--- src/sacr_regs.vh ---
`ifndef SACR_REGS_VH
`define SACR_REGS_VH

// Register address width and data width
`define SACR_AW 9
`define SACR_DW 16
`define SACR_NREG 9

// Register offsets
`define SACR_OFF_MUX_BIAS 9'h043
`define SACR_OFF_DRV_TRIM 9'h044
`define SACR_OFF_BIAS_SPARE 9'h046
`define SACR_OFF_CP_CTRL 9'h048
`define SACR_OFF_SPARE0 9'h050
`define SACR_OFF_SPARE1 9'h051
`define SACR_OFF_THERM_CTRL 9'h060
`define SACR_OFF_THERM_READ 9'h061
`define SACR_OFF_SER_PWR 9'h070
`define SACR_OFF_BLACK 9'h080

// Reset values
`define SACR_RST_MUX_BIAS 16'h0800
`define SACR_RST_DRV_TRIM 16'h0088
`define SACR_RST_BIAS_SPARE 16'h8888
`define SACR_RST_CP_CTRL 16'h1200
`define SACR_RST_SPARE0 16'h0000
`define SACR_RST_SPARE1 16'h8881
`define SACR_RST_THERM_CTRL 16'h0000
`define SACR_RST_THERM_READ 16'h0000
`define SACR_RST_SER_PWR 16'h0000
`define SACR_RST_BLACK 16'h4008

// Writable bit masks
`define SACR_MSK_MUX_BIAS 16'hff00
`define SACR_MSK_DRV_TRIM 16'h00ff
`define SACR_MSK_BIAS_SPARE 16'hffff
`define SACR_MSK_CP_CTRL 16'h7703
`define SACR_MSK_SPARE0 16'h03ff
`define SACR_MSK_SPARE1 16'hffff
`define SACR_MSK_THERM_CTRL 16'h0001
`define SACR_MSK_SER_PWR 16'h0007
`define SACR_MSK_BLACK 16'hffff

// Field positions
`define SACR_MUX_VCM_MSB 15
`define SACR_MUX_VCM_LSB 8
`define SACR_DRV_IBIAS_MSB 3
`define SACR_DRV_IBIAS_LSB 0
`define SACR_DRV_IREF_MSB 7
`define SACR_DRV_IREF_LSB 4
`define SACR_CP_XFER_EN_BIT 0
`define SACR_CP_FD_EN_BIT 1
`define SACR_CP_XFER_TRIM_MSB 10
`define SACR_CP_XFER_TRIM_LSB 8
`define SACR_CP_FD_TRIM_MSB 14
`define SACR_CP_FD_TRIM_LSB 12
`define SACR_THERM_EN_BIT 0
`define SACR_THERM_READ_MSB 7
`define SACR_THERM_READ_LSB 0
`define SACR_SER_CLK_BIT 0
`define SACR_SER_SYNC_BIT 1
`define SACR_SER_DATA_BIT 2
`define SACR_DATA_CHANNELS 4
`define SACR_BLACK_MSB 7
`define SACR_BLACK_LSB 0

`endif

--- src/sacr_reg16.v ---
`timescale 1ns/10ps
`default_nettype none

// One 16-bit register with per-bit write mask
module sacr_reg16 #(
  parameter [15:0] RST_VAL = 16'h0000,
  parameter [15:0] WR_MASK = 16'hffff
) (
  input wire clk_i,
  input wire rst_i,
  input wire wr_i,
  input wire [15:0] wdata_i,
  output wire [15:0] q_o
);

  reg [15:0] q_r;
  reg [15:0] q_nxt;

  always @* begin
    q_nxt = q_r;
    if (wr_i) begin
      q_nxt = (wdata_i & WR_MASK) | (q_r & ~WR_MASK);
    end
  end

  always @(posedge clk_i) begin
    if (rst_i) begin
      q_r <= RST_VAL;
    end else begin
      q_r <= q_nxt;
    end
  end

  assign q_o = q_r;

endmodule // sacr_reg16

`default_nettype wire

--- src/sacr_regs_top.v ---
`timescale 1ns/10ps
`default_nettype none
`include "sacr_regs.vh"

module sacr_regs_top (
  input wire REF_CLK_I,
  input wire RESET_I,
  input wire [8:0] ADDR_I,
  input wire WR_STB_I,
  input wire [15:0] WR_DATA_I,
  input wire RD_STB_I,
  input wire [7:0] TEMP_READOUT_I,
  output wire [15:0] RD_DATA_O,
  output wire RD_VALID_O,
  output wire ADDR_ERR_O,
  output wire [7:0] COLUMN_MUX_CM_BUFFER_BIAS_O,
  output wire [3:0] DRV_IBIAS_O,
  output wire [3:0] DRV_IREF_O,
  output wire [15:0] BIAS_SPARE_O,
  output wire XFER_PUMP_EN_O,
  output wire FD_PUMP_EN_O,
  output wire [2:0] XFER_PUMP_TRIM_O,
  output wire [2:0] FD_PUMP_TRIM_O,
  output wire [9:0] SPARE0_O,
  output wire [15:0] SPARE1_O,
  output wire THERM_DIODE_EN_O,
  output wire CLK_CH_PWR_UP_O,
  output wire SYNC_CH_PWR_UP_O,
  output wire [3:0] DATA_CH_PWR_UP_O,
  output wire [7:0] BLACK_TARGET_O,
  output wire [15:0] BLACK_SETUP_O
);

  localparam [3:0] IDX_MUX = 4'h0;
  localparam [3:0] IDX_DRV = 4'h1;
  localparam [3:0] IDX_BSP = 4'h2;
  localparam [3:0] IDX_CP = 4'h3;
  localparam [3:0] IDX_SP0 = 4'h4;
  localparam [3:0] IDX_SP1 = 4'h5;
  localparam [3:0] IDX_TEN = 4'h6;
  localparam [3:0] IDX_SER = 4'h7;
  localparam [3:0] IDX_BLK = 4'h8;

  // Full-width reset word of the readout register
  localparam [15:0] THERM_RST = `SACR_RST_THERM_READ;

  // Offset of each writable register
  function [8:0] reg_off;
    input integer idx;
    begin
      case (idx)
        0: reg_off = `SACR_OFF_MUX_BIAS;
        1: reg_off = `SACR_OFF_DRV_TRIM;
        2: reg_off = `SACR_OFF_BIAS_SPARE;
        3: reg_off = `SACR_OFF_CP_CTRL;
        4: reg_off = `SACR_OFF_SPARE0;
        5: reg_off = `SACR_OFF_SPARE1;
        6: reg_off = `SACR_OFF_THERM_CTRL;
        7: reg_off = `SACR_OFF_SER_PWR;
        8: reg_off = `SACR_OFF_BLACK;
        default: reg_off = `SACR_OFF_MUX_BIAS;
      endcase
    end
  endfunction

  // Reset value of each writable register
  function [15:0] reg_rst;
    input integer idx;
    begin
      case (idx)
        0: reg_rst = `SACR_RST_MUX_BIAS;
        1: reg_rst = `SACR_RST_DRV_TRIM;
        2: reg_rst = `SACR_RST_BIAS_SPARE;
        3: reg_rst = `SACR_RST_CP_CTRL;
        4: reg_rst = `SACR_RST_SPARE0;
        5: reg_rst = `SACR_RST_SPARE1;
        6: reg_rst = `SACR_RST_THERM_CTRL;
        7: reg_rst = `SACR_RST_SER_PWR;
        8: reg_rst = `SACR_RST_BLACK;
        default: reg_rst = 16'h0000;
      endcase
    end
  endfunction

  // Writable bits of each register
  function [15:0] reg_msk;
    input integer idx;
    begin
      case (idx)
        0: reg_msk = `SACR_MSK_MUX_BIAS;
        1: reg_msk = `SACR_MSK_DRV_TRIM;
        2: reg_msk = `SACR_MSK_BIAS_SPARE;
        3: reg_msk = `SACR_MSK_CP_CTRL;
        4: reg_msk = `SACR_MSK_SPARE0;
        5: reg_msk = `SACR_MSK_SPARE1;
        6: reg_msk = `SACR_MSK_THERM_CTRL;
        7: reg_msk = `SACR_MSK_SER_PWR;
        8: reg_msk = `SACR_MSK_BLACK;
        default: reg_msk = 16'h0000;
      endcase
    end
  endfunction

  wire [15:0] reg_q [0:`SACR_NREG-1];
  wire [`SACR_NREG-1:0] hit;
  wire [`SACR_NREG-1:0] wr_sel;
  wire therm_hit;
  wire any_hit;

  reg [7:0] therm_r;
  reg [7:0] therm_nxt;
  reg [15:0] rd_data_r;
  reg [15:0] rd_data_nxt;
  reg rd_valid_r;
  reg addr_err_r;
  reg addr_err_nxt;
  reg [15:0] rd_mux;
  integer k;

  // Register cells, decode per entry
  genvar gi;
  generate
    for (gi = 0; gi < `SACR_NREG; gi = gi + 1) begin : g_reg
      assign hit[gi] = (ADDR_I == reg_off(gi));
      assign wr_sel[gi] = WR_STB_I & hit[gi];
      sacr_reg16 #(
        .RST_VAL(reg_rst(gi)),
        .WR_MASK(reg_msk(gi))
      ) u_cell (
        .clk_i(REF_CLK_I),
        .rst_i(RESET_I),
        .wr_i(wr_sel[gi]),
        .wdata_i(WR_DATA_I),
        .q_o(reg_q[gi])
      );
    end
  endgenerate

  // Readout register decoded separately, never written
  assign therm_hit = (ADDR_I == `SACR_OFF_THERM_READ);
  assign any_hit = (|hit) | therm_hit;

  // Temperature capture while diode is on
  always @* begin
    therm_nxt = therm_r;
    if (reg_q[IDX_TEN][`SACR_THERM_EN_BIT]) begin
      therm_nxt = TEMP_READOUT_I;
    end
  end

  always @(posedge REF_CLK_I) begin
    if (RESET_I) begin
      therm_r <= THERM_RST[7:0];
    end else begin
      therm_r <= therm_nxt;
    end
  end

  // Read multiplexer
  always @* begin
    rd_mux = 16'h0000;
    for (k = 0; k < `SACR_NREG; k = k + 1) begin
      if (hit[k]) begin
        rd_mux = reg_q[k];
      end
    end
    if (therm_hit) begin
      rd_mux = {8'h00, therm_r};
    end
  end

  // Read data and access error capture
  always @* begin
    rd_data_nxt = rd_data_r;
    addr_err_nxt = 1'b0;
    if (RD_STB_I) begin
      rd_data_nxt = rd_mux;
    end
    if ((RD_STB_I | WR_STB_I) & ~any_hit) begin
      addr_err_nxt = 1'b1;
    end
    if (WR_STB_I & therm_hit) begin
      addr_err_nxt = 1'b1;
    end
  end

  always @(posedge REF_CLK_I) begin
    if (RESET_I) begin
      rd_data_r <= 16'h0000;
      rd_valid_r <= 1'b0;
      addr_err_r <= 1'b0;
    end else begin
      rd_data_r <= rd_data_nxt;
      rd_valid_r <= RD_STB_I;
      addr_err_r <= addr_err_nxt;
    end
  end

  assign RD_DATA_O = rd_data_r;
  assign RD_VALID_O = rd_valid_r;
  assign ADDR_ERR_O = addr_err_r;

  // Column mux bias field
  assign COLUMN_MUX_CM_BUFFER_BIAS_O =
    reg_q[IDX_MUX][`SACR_MUX_VCM_MSB:`SACR_MUX_VCM_LSB];

  // Output driver trims and bias spare word
  assign DRV_IBIAS_O = reg_q[IDX_DRV][`SACR_DRV_IBIAS_MSB:`SACR_DRV_IBIAS_LSB];
  assign DRV_IREF_O = reg_q[IDX_DRV][`SACR_DRV_IREF_MSB:`SACR_DRV_IREF_LSB];
  assign BIAS_SPARE_O = reg_q[IDX_BSP];

  // Charge pump enables and trims
  assign XFER_PUMP_EN_O = reg_q[IDX_CP][`SACR_CP_XFER_EN_BIT];
  assign FD_PUMP_EN_O = reg_q[IDX_CP][`SACR_CP_FD_EN_BIT];
  assign XFER_PUMP_TRIM_O =
    reg_q[IDX_CP][`SACR_CP_XFER_TRIM_MSB:`SACR_CP_XFER_TRIM_LSB];
  assign FD_PUMP_TRIM_O =
    reg_q[IDX_CP][`SACR_CP_FD_TRIM_MSB:`SACR_CP_FD_TRIM_LSB];

  // Spare words
  assign SPARE0_O = reg_q[IDX_SP0][9:0];
  assign SPARE1_O = reg_q[IDX_SP1];

  // Temperature diode enable
  assign THERM_DIODE_EN_O = reg_q[IDX_TEN][`SACR_THERM_EN_BIT];

  // Serializer channel power, active-high power-up control
  assign CLK_CH_PWR_UP_O = reg_q[IDX_SER][`SACR_SER_CLK_BIT];
  assign SYNC_CH_PWR_UP_O = reg_q[IDX_SER][`SACR_SER_SYNC_BIT];

  genvar gc;
  generate
    for (gc = 0; gc < `SACR_DATA_CHANNELS; gc = gc + 1) begin : g_dch
      assign DATA_CH_PWR_UP_O[gc] = reg_q[IDX_SER][`SACR_SER_DATA_BIT];
    end
  endgenerate

  // Black level target and full black setup word
  assign BLACK_TARGET_O = reg_q[IDX_BLK][`SACR_BLACK_MSB:`SACR_BLACK_LSB];
  assign BLACK_SETUP_O = reg_q[IDX_BLK];

endmodule // sacr_regs_top

`default_nettype wire

--- config.mk ---
export PLATFORM = sky130hd
export DESIGN_NAME = sacr_regs_top
export DESIGN_NICKNAME = d
export VERILOG_FILES = /design/src/sacr_reg16.v /design/src/sacr_regs_top.v
export VERILOG_INCLUDE_DIRS = /design/src
export SDC_FILE = /design/constraint.sdc
export NUM_CORES = 1
export LEC_CHECK = 0
export BUFFER_PORTS_ARGS = -buffer_cell sky130_fd_sc_hd__buf_2
export CAP_MARGIN = 20
export CORE_MARGIN = 4
export CORE_UTILIZATION = 47
export CTS_CLUSTER_DIAMETER = 80
export DETAILED_ROUTE_END_ITERATION = 16
export PLACE_DENSITY = 0.88
export SLEW_MARGIN = 20
export SYNTH_ARGS = -nofsm -noshare
export SYNTH_HDL_FRONTEND = slang
export SYNTH_SLANG_ARGS = --single-unit
--- constraint.sdc ---
create_clock -name REF_CLK_I -period 1.9 [get_ports REF_CLK_I]
set_clock_uncertainty 0.05 [all_clocks]
set_input_delay 0.19 -clock REF_CLK_I [delete_from_list [all_inputs] [get_ports REF_CLK_I]]
set_output_delay 0.19 -clock REF_CLK_I [all_outputs]
set_load 0.005 [all_outputs]
# After elaboration in Yosys (flattened, before gate mapping)

Index checks and enable logic that the tools add are counted.

Reductions and logical operators: 1
Muxes and demuxes: 12
Equal/unequal tests: 10
Bitwise logic cells: 20

Operator list:

| cell                                           | count |
|---|---|
| two-way mux 16 bit                             | 10 |
| == test 9 x 7 -> 1 bit (second input constant) | 9 |
| OR 1 x 16 -> 16 bit                            | 1 |
| OR 10 x 16 -> 16 bit                           | 1 |
| OR 15 x 16 -> 16 bit                           | 1 |
| OR 16 x 8 -> 16 bit                            | 1 |
| OR 3 x 16 -> 16 bit                            | 1 |
| OR 8 x 16 -> 16 bit                            | 1 |
| AND 1 bit                                      | 11 |
| == test 9 x 8 -> 1 bit (second input constant) | 1 |
| OR reduction 9 bit                             | 1 |
| two-way mux 1 bit                              | 2 |
| OR 1 bit                                       | 2 |
| NOT 1 bit                                      | 1 |

Flip-flop bits (word level): 170
Output and inout port bits: 115

# Logic depth before layout (Yosys ltp)

Gate-level depths: netlist of the first run.

Depth after elaboration: 11
Mapped depth: 8
Depth with buffers taken out: 5

# Hierarchy

A second synthesis of the first run with hierarchy kept.

Cells, all modules: 710
Area, all modules: 6,457.4 um^2

Modules (own cells, without submodules):

| module                            | area each (um^2) | instances | cells each |
|---|---|---|---|
| sacr_regs_top                     | 2,874.0          | 1         | 368 |
| sacr_reg16 at g_reg[2].u_cell ... | 589.3            | 2         | 52 |
| sacr_reg16 at g_reg[1].u_cell ... | 356.6            | 2         | 35 |
| sacr_reg16 at g_reg[8].u_cell     | 583.1            | 1         | 52 |
| sacr_reg16 at g_reg[4].u_cell     | 401.6            | 1         | 39 |
| sacr_reg16 at g_reg[0].u_cell     | 354.1            | 1         | 35 |
| sacr_reg16 at g_reg[7].u_cell     | 202.7            | 1         | 23 |
| sacr_reg16 at g_reg[6].u_cell     | 150.1            | 1         | 19 |

# Least setup slack after synthesis of the first run

OpenSTA, ideal clock, no wires.

Kind: in2reg
Start point: input ADDR_I[5]
End point: register g_reg[8].u_cell.q_r[14]
Path slack: -29 ps
Data arrival time: 1,756 ps
Data required time: 1,728 ps
Setup time: 122 ps
Buffers on the path: 2
Stages: 7
Cells stage by stage: or4b_2 clkbuf_1 nor3_1 nand2_1 buf_2 nand2_1 nand3b_1

Cells in the longest elaborated chain, start to end: 2

Ends and longest elaborated chain:

| element                | line                | text |
|---|---|---|
| start, declared        | sacr_regs_top.v:8   | `input wire [8:0] ADDR_I,` |
| == test 9 x 8 -> 1 bit | sacr_regs_top.v:124 | `assign hit[gi] = (ADDR_I == reg_off(gi));` |
| AND 1 bit              | sacr_regs_top.v:125 | `assign wr_sel[gi] = WR_STB_I & hit[gi];` |
| end signal, assigned   | sacr_reg16.v:30     | `q_r <= q_nxt;` |
| end, declared          | sacr_reg16.v:16     | `reg [15:0] q_r;` |

Every way passes these cells.
A chain may end at the register's enable or synchronous reset.

# Worst setup path after layout of the first run

Start point: input ADDR_I[3]
End point: register rd_data_r[5] (netlist: RD_DATA_O[5])

Cells in the longest elaborated chain, start to end: 11
Elaborated cells between the ends (all ways): 20

Ends and longest elaborated chain:

| element                         | line                | text |
|---|---|---|
| == test 9 x 7 -> 1 bit          | sacr_regs_top.v:124 |  |
| two-way mux 16 bit (9 in a row) | sacr_regs_top.v:163 | `if (hit[k]) begin` |
| two-way mux 16 bit (*)          | sacr_regs_top.v:167 | `if (therm_hit) begin` |
| end signal, assigned            | sacr_regs_top.v:193 | `rd_data_r <= rd_data_nxt;` |
| end, declared                   | sacr_regs_top.v:112 | `reg [15:0] rd_data_r;` |

Every way passes the cells marked *; elsewhere a longest branch is shown, timed or not.

==> flow_summary.json, run 1 <==
{
  "outcome": "complete, but fails checks",
  "violations": "hold timing",
  "cts_root_buf": "clkbuf_8",
  "synth_async_sr_flop_share_pct": 0,
  "drtPass1Iterations": 6,
  "grt_usage_pct": 26.14,
  "maxSlewHeadroom_pct": 60.52,
  "via_per_inst": 5.804,
  "cp_top_family": "simple AND/OR/NAND/NOR gates",
  "die-area_sq_um": 12480,
  "period_share_pct": 92.30,
  "vias": 5456,
  "clock_sinks": 112,
  "rows": 37,
  "r2r_cells": 5,
  "hold_viol": 2,
  "cp-startpoint": "ADDR_I[3]",
  "postRouteAntennaNets": 0,
  "post_cts_resized": 0,
  "initial_core_util_pct": 48.55,
  "fp.coreArea_sq_um": 10420,
  "required_ps": 2150,
  "fmax_mhz": 570.2,
  "yosysMostFrequentCell": "nand2_1",
  "synth_ff_type": "dfxtp_1",
  "grt_max_degree": 53,
  "wl_per_cell_um": 17.93,
  "hold_path_startpoint": "TEMP_READOUT_I[6]",
  "ir_worst_vdd_mv": 0.3136,
  "fill_cells": 909,
  "r2r_start": "g_reg[0].u_cell.q_o[8]$_SDFFE_PP0P_",
  "gp_congestion": 0.9296,
  "insertion_delay_ps": 380,
  "synth.distinct_cells": 55,
  "crit_fanout": 7,
  "cp.depth": 7,
  "setup.worst_path.start_class": "primary input",
  "synth_edf_count": 0,
  "ys_top_cells_by_count": "126 x nand2_1, 112 x dfxtp_1, 75 x a21oi_1, 40 x nor2_1, 35 x nand3_1",
  "syn_avg_cell_area_sq_um": 8.223,
  "synth_top_area_share_pct": 44.33,
  "syn-cell-area_sq_um": 5057,
  "cap_viol_max_count": 0,
  "p_leak_nw": 2.759,
  "crit_chain": "buf_2 -> buf_4 -> or3_1 -> or4_1 -> o22ai_1 -> o21ai_0 -> a211oi_1",
  "drc": 0,
  "syn_inst": 615,
  "drive_gt1_share_pct": 31.59,
  "worstMarginPinSlew_ps": 586.9,
  "setup-tns-final_ps": 0,
  "slowest_delay_ps": 530,
  "die_w_um": 111.7,
  "grt_pass1_wl_um": 26740,
  "slowest_stage": "or4_1",
  "arrival_ps": 2000,
  "holdPathStages": 3,
  "rsz0062_at_grt": "false",
  "yosys_warnings": 0,
  "fin_hold_ws_ps": -5.857,
  "drt_wl_total_um": 16850,
  "cts.path.max_buffers": 2,
  "finalSetupViolCount": 0,
  "fin_crit_ps": 1754,
  "area_delta_synth_final_pct": 29.02,
  "crit_type": "in -> reg",
  "slew_viol_final": 0,
  "hold_path.class": "in -> reg",
  "h-tree-depth": 3,
  "ys_ff_latch": 112,
  "clk_pin_slew_ps": 110,
  "diodes": 0,
  "dp.cells": 923,
  "cts-buffers-inserted": 9,
  "grt-ovfl-total": 0,
  "crit_buf_inv": 2,
  "drtIter0Drc": 615,
  "post-place-ws_ps": -226.1,
  "synth_area_leaders": "dfxtp_1 44%, nand2_1 9.4%, a21oi_1 7.4%, mux2i_1 5.3%, nand3_1 3.5%",
  "antenna_found_initial": 0,
  "fin_nets": 836,
  "grt_pass1_vias": 5081,
  "worst_slack_ps": 146.3,
  "synth_nets": 652,
  "ys_seq_area_share_pct": 44.33,
  "pwr_density_cell_nw_per_um2": 616.3,
  "io_pins": 152,
  "end_kind": "flop",
  "synth_largest_area_cell": "dfxtp_1",
  "cts_tree": "built",
  "portBuffers": 151,
  "die_h_um": 111.7,
  "finalPower_mw": 4.021,
  "fin_cells": 940,
  "dpl.hpwl_um": 12830
}
[what timing repair did]
item,CTS,global route
endpoints found under the hold margin,1,0
hold buffers,1,0
setup buffers,0,0
[metrics by stage]
stage / util, % / cell area [sq um]
global route: 62.64 / 6525
CTS: 62.64 / 6525
finish: 62.64 / 6525
floorplan: - / 5062
detailed placement: 60.84 / 6337
global placement: 60.84 / 6337
[worst paths after layout]
path	slack, ps	endpoint
worst min register to register	430	g_reg[0].u_cell.q_o[10]$_SDFFE_PP0P_
worst max register to register	370	RD_DATA_O[8]$_SDFFE_PP0P_
worst min-delay path	-6	therm_r[6]$_SDFFE_PP0P_
worst max-delay path	150	RD_DATA_O[5]$_SDFFE_PP0P_
[cell families (layout without fill, tap and decap cells)]
kind of cell | Yosys count | after routing | share of synthesized area, %
and+or+nand+nor | 263 | 263 | 25.41
AOI/OAI and AO/OA | 150 | 150 | 19.08
DFF | 112 | 112 | 44.33
muxes | 27 | 27 | 5.344
buffers and inverters | 63 | 252 | 5.839
[cell usage in the layout, fill, tap and decap left out, types with 9 or more instances in the layout]
master	count
buf_2	150
mux2i_1	27
nand3_1	35
a21oi_1	75
o22ai_1	9
dfxtp_1	112
nor2_1	40
buf_4	75
o21ai_0	9
nand2_1	126
nand3b_1	13
clkbuf_8	9
[layout make-up]
type                            instances  area (sq um)  area share, %
Clock buffer                            9         123.9          1.898
Clock inverter                          7         53.80         0.8245
Inverter                                7         26.28         0.4027
Multi-Input combinational cell        440          2525          38.70
Sequential cell                       112          2242          34.36
Tap cell                              136         170.2          2.608
Timing Repair Buffer                  229          1384          21.21
[registers in the layout, indices dropped and copies added, names as in the netlist]
signal,count
g.u_cell.q_o,86
RD_DATA_O,16
RD_VALID_O,1
ADDR_ERR_O,1
therm_r,8
[metal layers]
metal / routed length (um) / part of all wire (%) / GRT usage (%) / vias to the layer above
met5: 0 / 0 / 0 / -
li1: - / - / - / 2555
met3: 1763 / 10 / 5.815 / 42
met1: 6882 / 41 / 35.94 / 2541
met2: 7732 / 46 / 39.97 / 318
met4: 471 / 2.8 / 10.30 / 0
[tightest hold or removal path, cell delays in order]
cell and delay [ps]:
buf_2 80, mux2i_1 50, nor2_1 70
[where the power goes]
part           internal [mW]  leakage, nW  switching [mW]
combinational          0.124         1.76           0.197
sequential              2.36        0.904         0.00571
clock                  0.491       0.0928           0.847
total                   2.97         2.76            1.05
Power figures use the tool's default switching activity.
==> run 2: changes to the inputs <==
--- a/config.mk
+++ b/config.mk
@@ -6,13 +6,16 @@
 export SDC_FILE = /design/constraint.sdc
 export NUM_CORES = 1
 export LEC_CHECK = 0
+export ABC_AREA = 1
 export BUFFER_PORTS_ARGS = -buffer_cell sky130_fd_sc_hd__buf_2
 export CAP_MARGIN = 20
 export CORE_MARGIN = 4
-export CORE_UTILIZATION = 47
+export CORE_UTILIZATION = 46
+export CTS_BUF_LIST = sky130_fd_sc_hd__clkbuf_16
 export CTS_CLUSTER_DIAMETER = 80
 export DETAILED_ROUTE_END_ITERATION = 16
-export PLACE_DENSITY = 0.88
+export PLACE_DENSITY = 0.87
+export RECOVER_POWER = 50
 export SLEW_MARGIN = 20
 export SYNTH_ARGS = -nofsm -noshare
 export SYNTH_HDL_FRONTEND = slang
==> run 2 against run 1 <==
Effect of this change: the flow now finishes without violations; sequential power about the same; clock-buffer cell count unchanged; combinational power decreased by 26%; via count decreased by 3.0%; synthesized cell count increased by 11%; global-route usage decreased by 0.88 points; worst setup slack improved by 320 ps; sequential share of layout area increased by 2.9 points; non-clock buffer count decreased by 59; largest cell class unchanged; highest routed layer unchanged.
==> flow_summary.json, run 2 <==
{
  "outcome": "finished, final reports clean",
  "fill_cells": 1010,
  "die_w_um": 112.4,
  "holdPathStages": 3,
  "maxSlewHeadroom_pct": 54.62,
  "synth_nets": 717,
  "rsz0062_at_grt": "false",
  "worst_slack_ps": 464.3,
  "largest_reg_flops": 86,
  "cap_viol_max_count": 0,
  "postRouteAntennaNets": 0,
  "final_area_sq_um": 6013,
  "rows": 37,
  "hold_viol": 0,
  "diodes": 0,
  "ys_seq_area_share_pct": 44.71,
  "fp.coreArea_sq_um": 10460,
  "synth_edf_count": 0,
  "grt_usage_pct": 25.26,
  "cts.path.max_buffers": 2,
  "ir_worst_vdd_mv": 0.3896,
  "ys_top_cells_by_count": "125 x nand2_1, 112 x dfxtp_1, 85 x a21oi_1, 78 x o21ai_0, 69 x nor2_1",
  "finalPower_mw": 4.320,
  "finalSetupViolCount": 0,
  "synth_largest_area_cell": "dfxtp_1",
  "grt-ovfl-total": 0,
  "drive_gt1_share_pct": 19.00,
  "crit_fanout": 13,
  "setup-tns-final_ps": 0,
  "final_core_util_pct": 57.47,
  "synth_area_leaders": "dfxtp_1 45%, nand2_1 9.4%, a21oi_1 8.5%, o21ai_0 7.8%, nor2_1 5.2%",
  "drt_wl_total_um": 16290,
  "clk_pin_slew_ps": 70,
  "use_met1_pct": 32.48,
  "drtIter0Drc": 639,
  "top_usage_layer": "met2",
  "end_kind": "flop",
  "yosys_warnings": 0,
  "pwr_density_cell_nw_per_um2": 718.5,
  "post_cts_resized": 0,
  "yosysMostFrequentCell": "nand2_1",
  "drc": 0,
  "worstMarginPinSlew_ps": 680.7,
  "antenna_found_initial": 0,
  "synth_top_area_share_pct": 44.71,
  "layout_commonest_cell": "nand2_1",
  "io_pins": 152,
  "syn-cell-area_sq_um": 5015,
  "h-tree-depth": 3,
  "grt_pass1_vias": 5003,
  "fin_nets": 854,
  "cts_tree": "built",
  "grtUsageMet3_pct": 5.876,
  "grt_pass1_wl_um": 25630,
  "vias": 5293,
  "cts-buffers-inserted": 9,
  "grt_max_degree": 88,
  "crit_type": "in -> reg",
  "initial_core_util_pct": 47.93,
  "slew_viol_final": 0,
  "cts_setup_buffers": 0,
  "synth_async_sr_flop_share_pct": 0,
  "period_share_pct": 75.56,
  "die-area_sq_um": 12640,
  "placed_area_sq_um": 5837,
  "fmax_mhz": 696.5,
  "die_h_um": 112.4,
  "dpl.hpwl_um": 12180,
  "portBuffers": 151,
  "area_delta_synth_final_pct": 19.91,
  "final_cell_mix": "125 x nand2_1, 112 x dfxtp_1, 85 x a21oi_1",
  "p_leak_nw": 2.686,
  "clock_sinks": 112,
  "r2r_cells": 8,
  "gp_congestion": 0.9099,
  "syn_avg_cell_area_sq_um": 7.375,
  "insertion_delay_ps": 340,
  "ys_ff_latch": 112,
  "synth_ff_type": "dfxtp_1",
  "via_per_inst": 5.531,
  "setup.worst_path.start_class": "primary input",
  "cts_root_buf": "clkbuf_16",
  "drtPass1Iterations": 5,
  "grtUsageMet2_pct": 40.44,
  "post-place-ws_ps": 174.7,
  "hold_path.class": "in -> reg",
  "hold_buffers": 0,
  "synth.distinct_cells": 34,
  "syn_inst": 680,
  "arrival_ps": 1660,
  "fin_crit_ps": 1436,
  "required_ps": 2120,
  "wl_per_cell_um": 17.02
}
## run 2: changes by cell type in the layout (fill, tap and decap cells not counted), moves of 10 or more
cell	delta
a21oi_1	+10
buf_4	-57
mux2i_1	-27
o21ai_0	+69
nor2_1	+29
inv_1	+38
nand4_1	+13
inv_2	+14
clkbuf_1	+67
o211ai_1	+14
buf_2	-67
nand3b_1	-13
## run 2: critical path: stages
cell	delay (ps)
clkbuf_1	500
clkinv_1	220
nor2_2	310
inv_2	100
a21oi_1	110
o21ai_1	90
a21oi_1	140
## run 2: final cells by class
cell class | count | area, sq um | share of cell area [%]
clock inverters | 6 | 36.28 | 0.6034
multi-input cells | 463 | 2277 | 37.87
clock buffers | 9 | 225.2 | 3.745
inverters | 61 | 236.5 | 3.933
flip-flops and latches | 112 | 2242 | 37.29
well taps | 136 | 170.2 | 2.830
repair buffers | 170 | 825.8 | 13.73
## run 2: final timing paths
| path | start | endpoint | slack, ps |
|---|---|---|---|
| worst min register to register | RD_DATA_O[14]$_SDFFE_PP0P_ | RD_DATA_O[14]$_SDFFE_PP0P_ | 420 |
| worst max-delay path | RD_STB_I | RD_DATA_O[11]$_SDFFE_PP0P_ | 460 |
| worst max register to register | g_reg[1].u_cell.q_o[0]$_SDFFE_PP0P_ | RD_DATA_O[0]$_SDFFE_PP0P_ | 630 |
| worst min-delay path | TEMP_READOUT_I[4] | therm_r[4]$_SDFFE_PP0P_ | 10 |
## run 2: kinds of logic (layout without fill, tap and decap cells)
logic type             after synthesis  count (layout)  share of synthesized area (%)
AND/OR/NAND/NOR                    271             271                          25.15
buffers and inverters              105             246                          9.880
flip-flops                         112             112                          44.71
AO/OA/AOI/OAI                      192             192                          20.26
## run 2: power by group
part           switching [mW]  total (mW)  internal (mW)  leakage (nW)
combinational           0.172       0.238         0.0654          1.65
sequential            0.00457        2.36           2.35         0.903
clock                   0.846        1.73          0.879         0.129
total                    1.02        4.32           3.30          2.69
## run 2: per-layer routing
metal  share of wire (%)  vias to the layer above
li1                    -                     2521
met2                  46                      288
met1                  41                     2436
met4                 3.9                        0
met3                 9.3                       48
met5                   0                        -
## run 2: stage by stage
stage | std cells | hold WS, ps
after floorplan | 680 | 270.4
after global placement | 942 | 362.0
after detailed placement | 942 | 367.6
after CTS | 957 | 10.68
after global routing | 957 | 26.57
final | 957 | 11.05
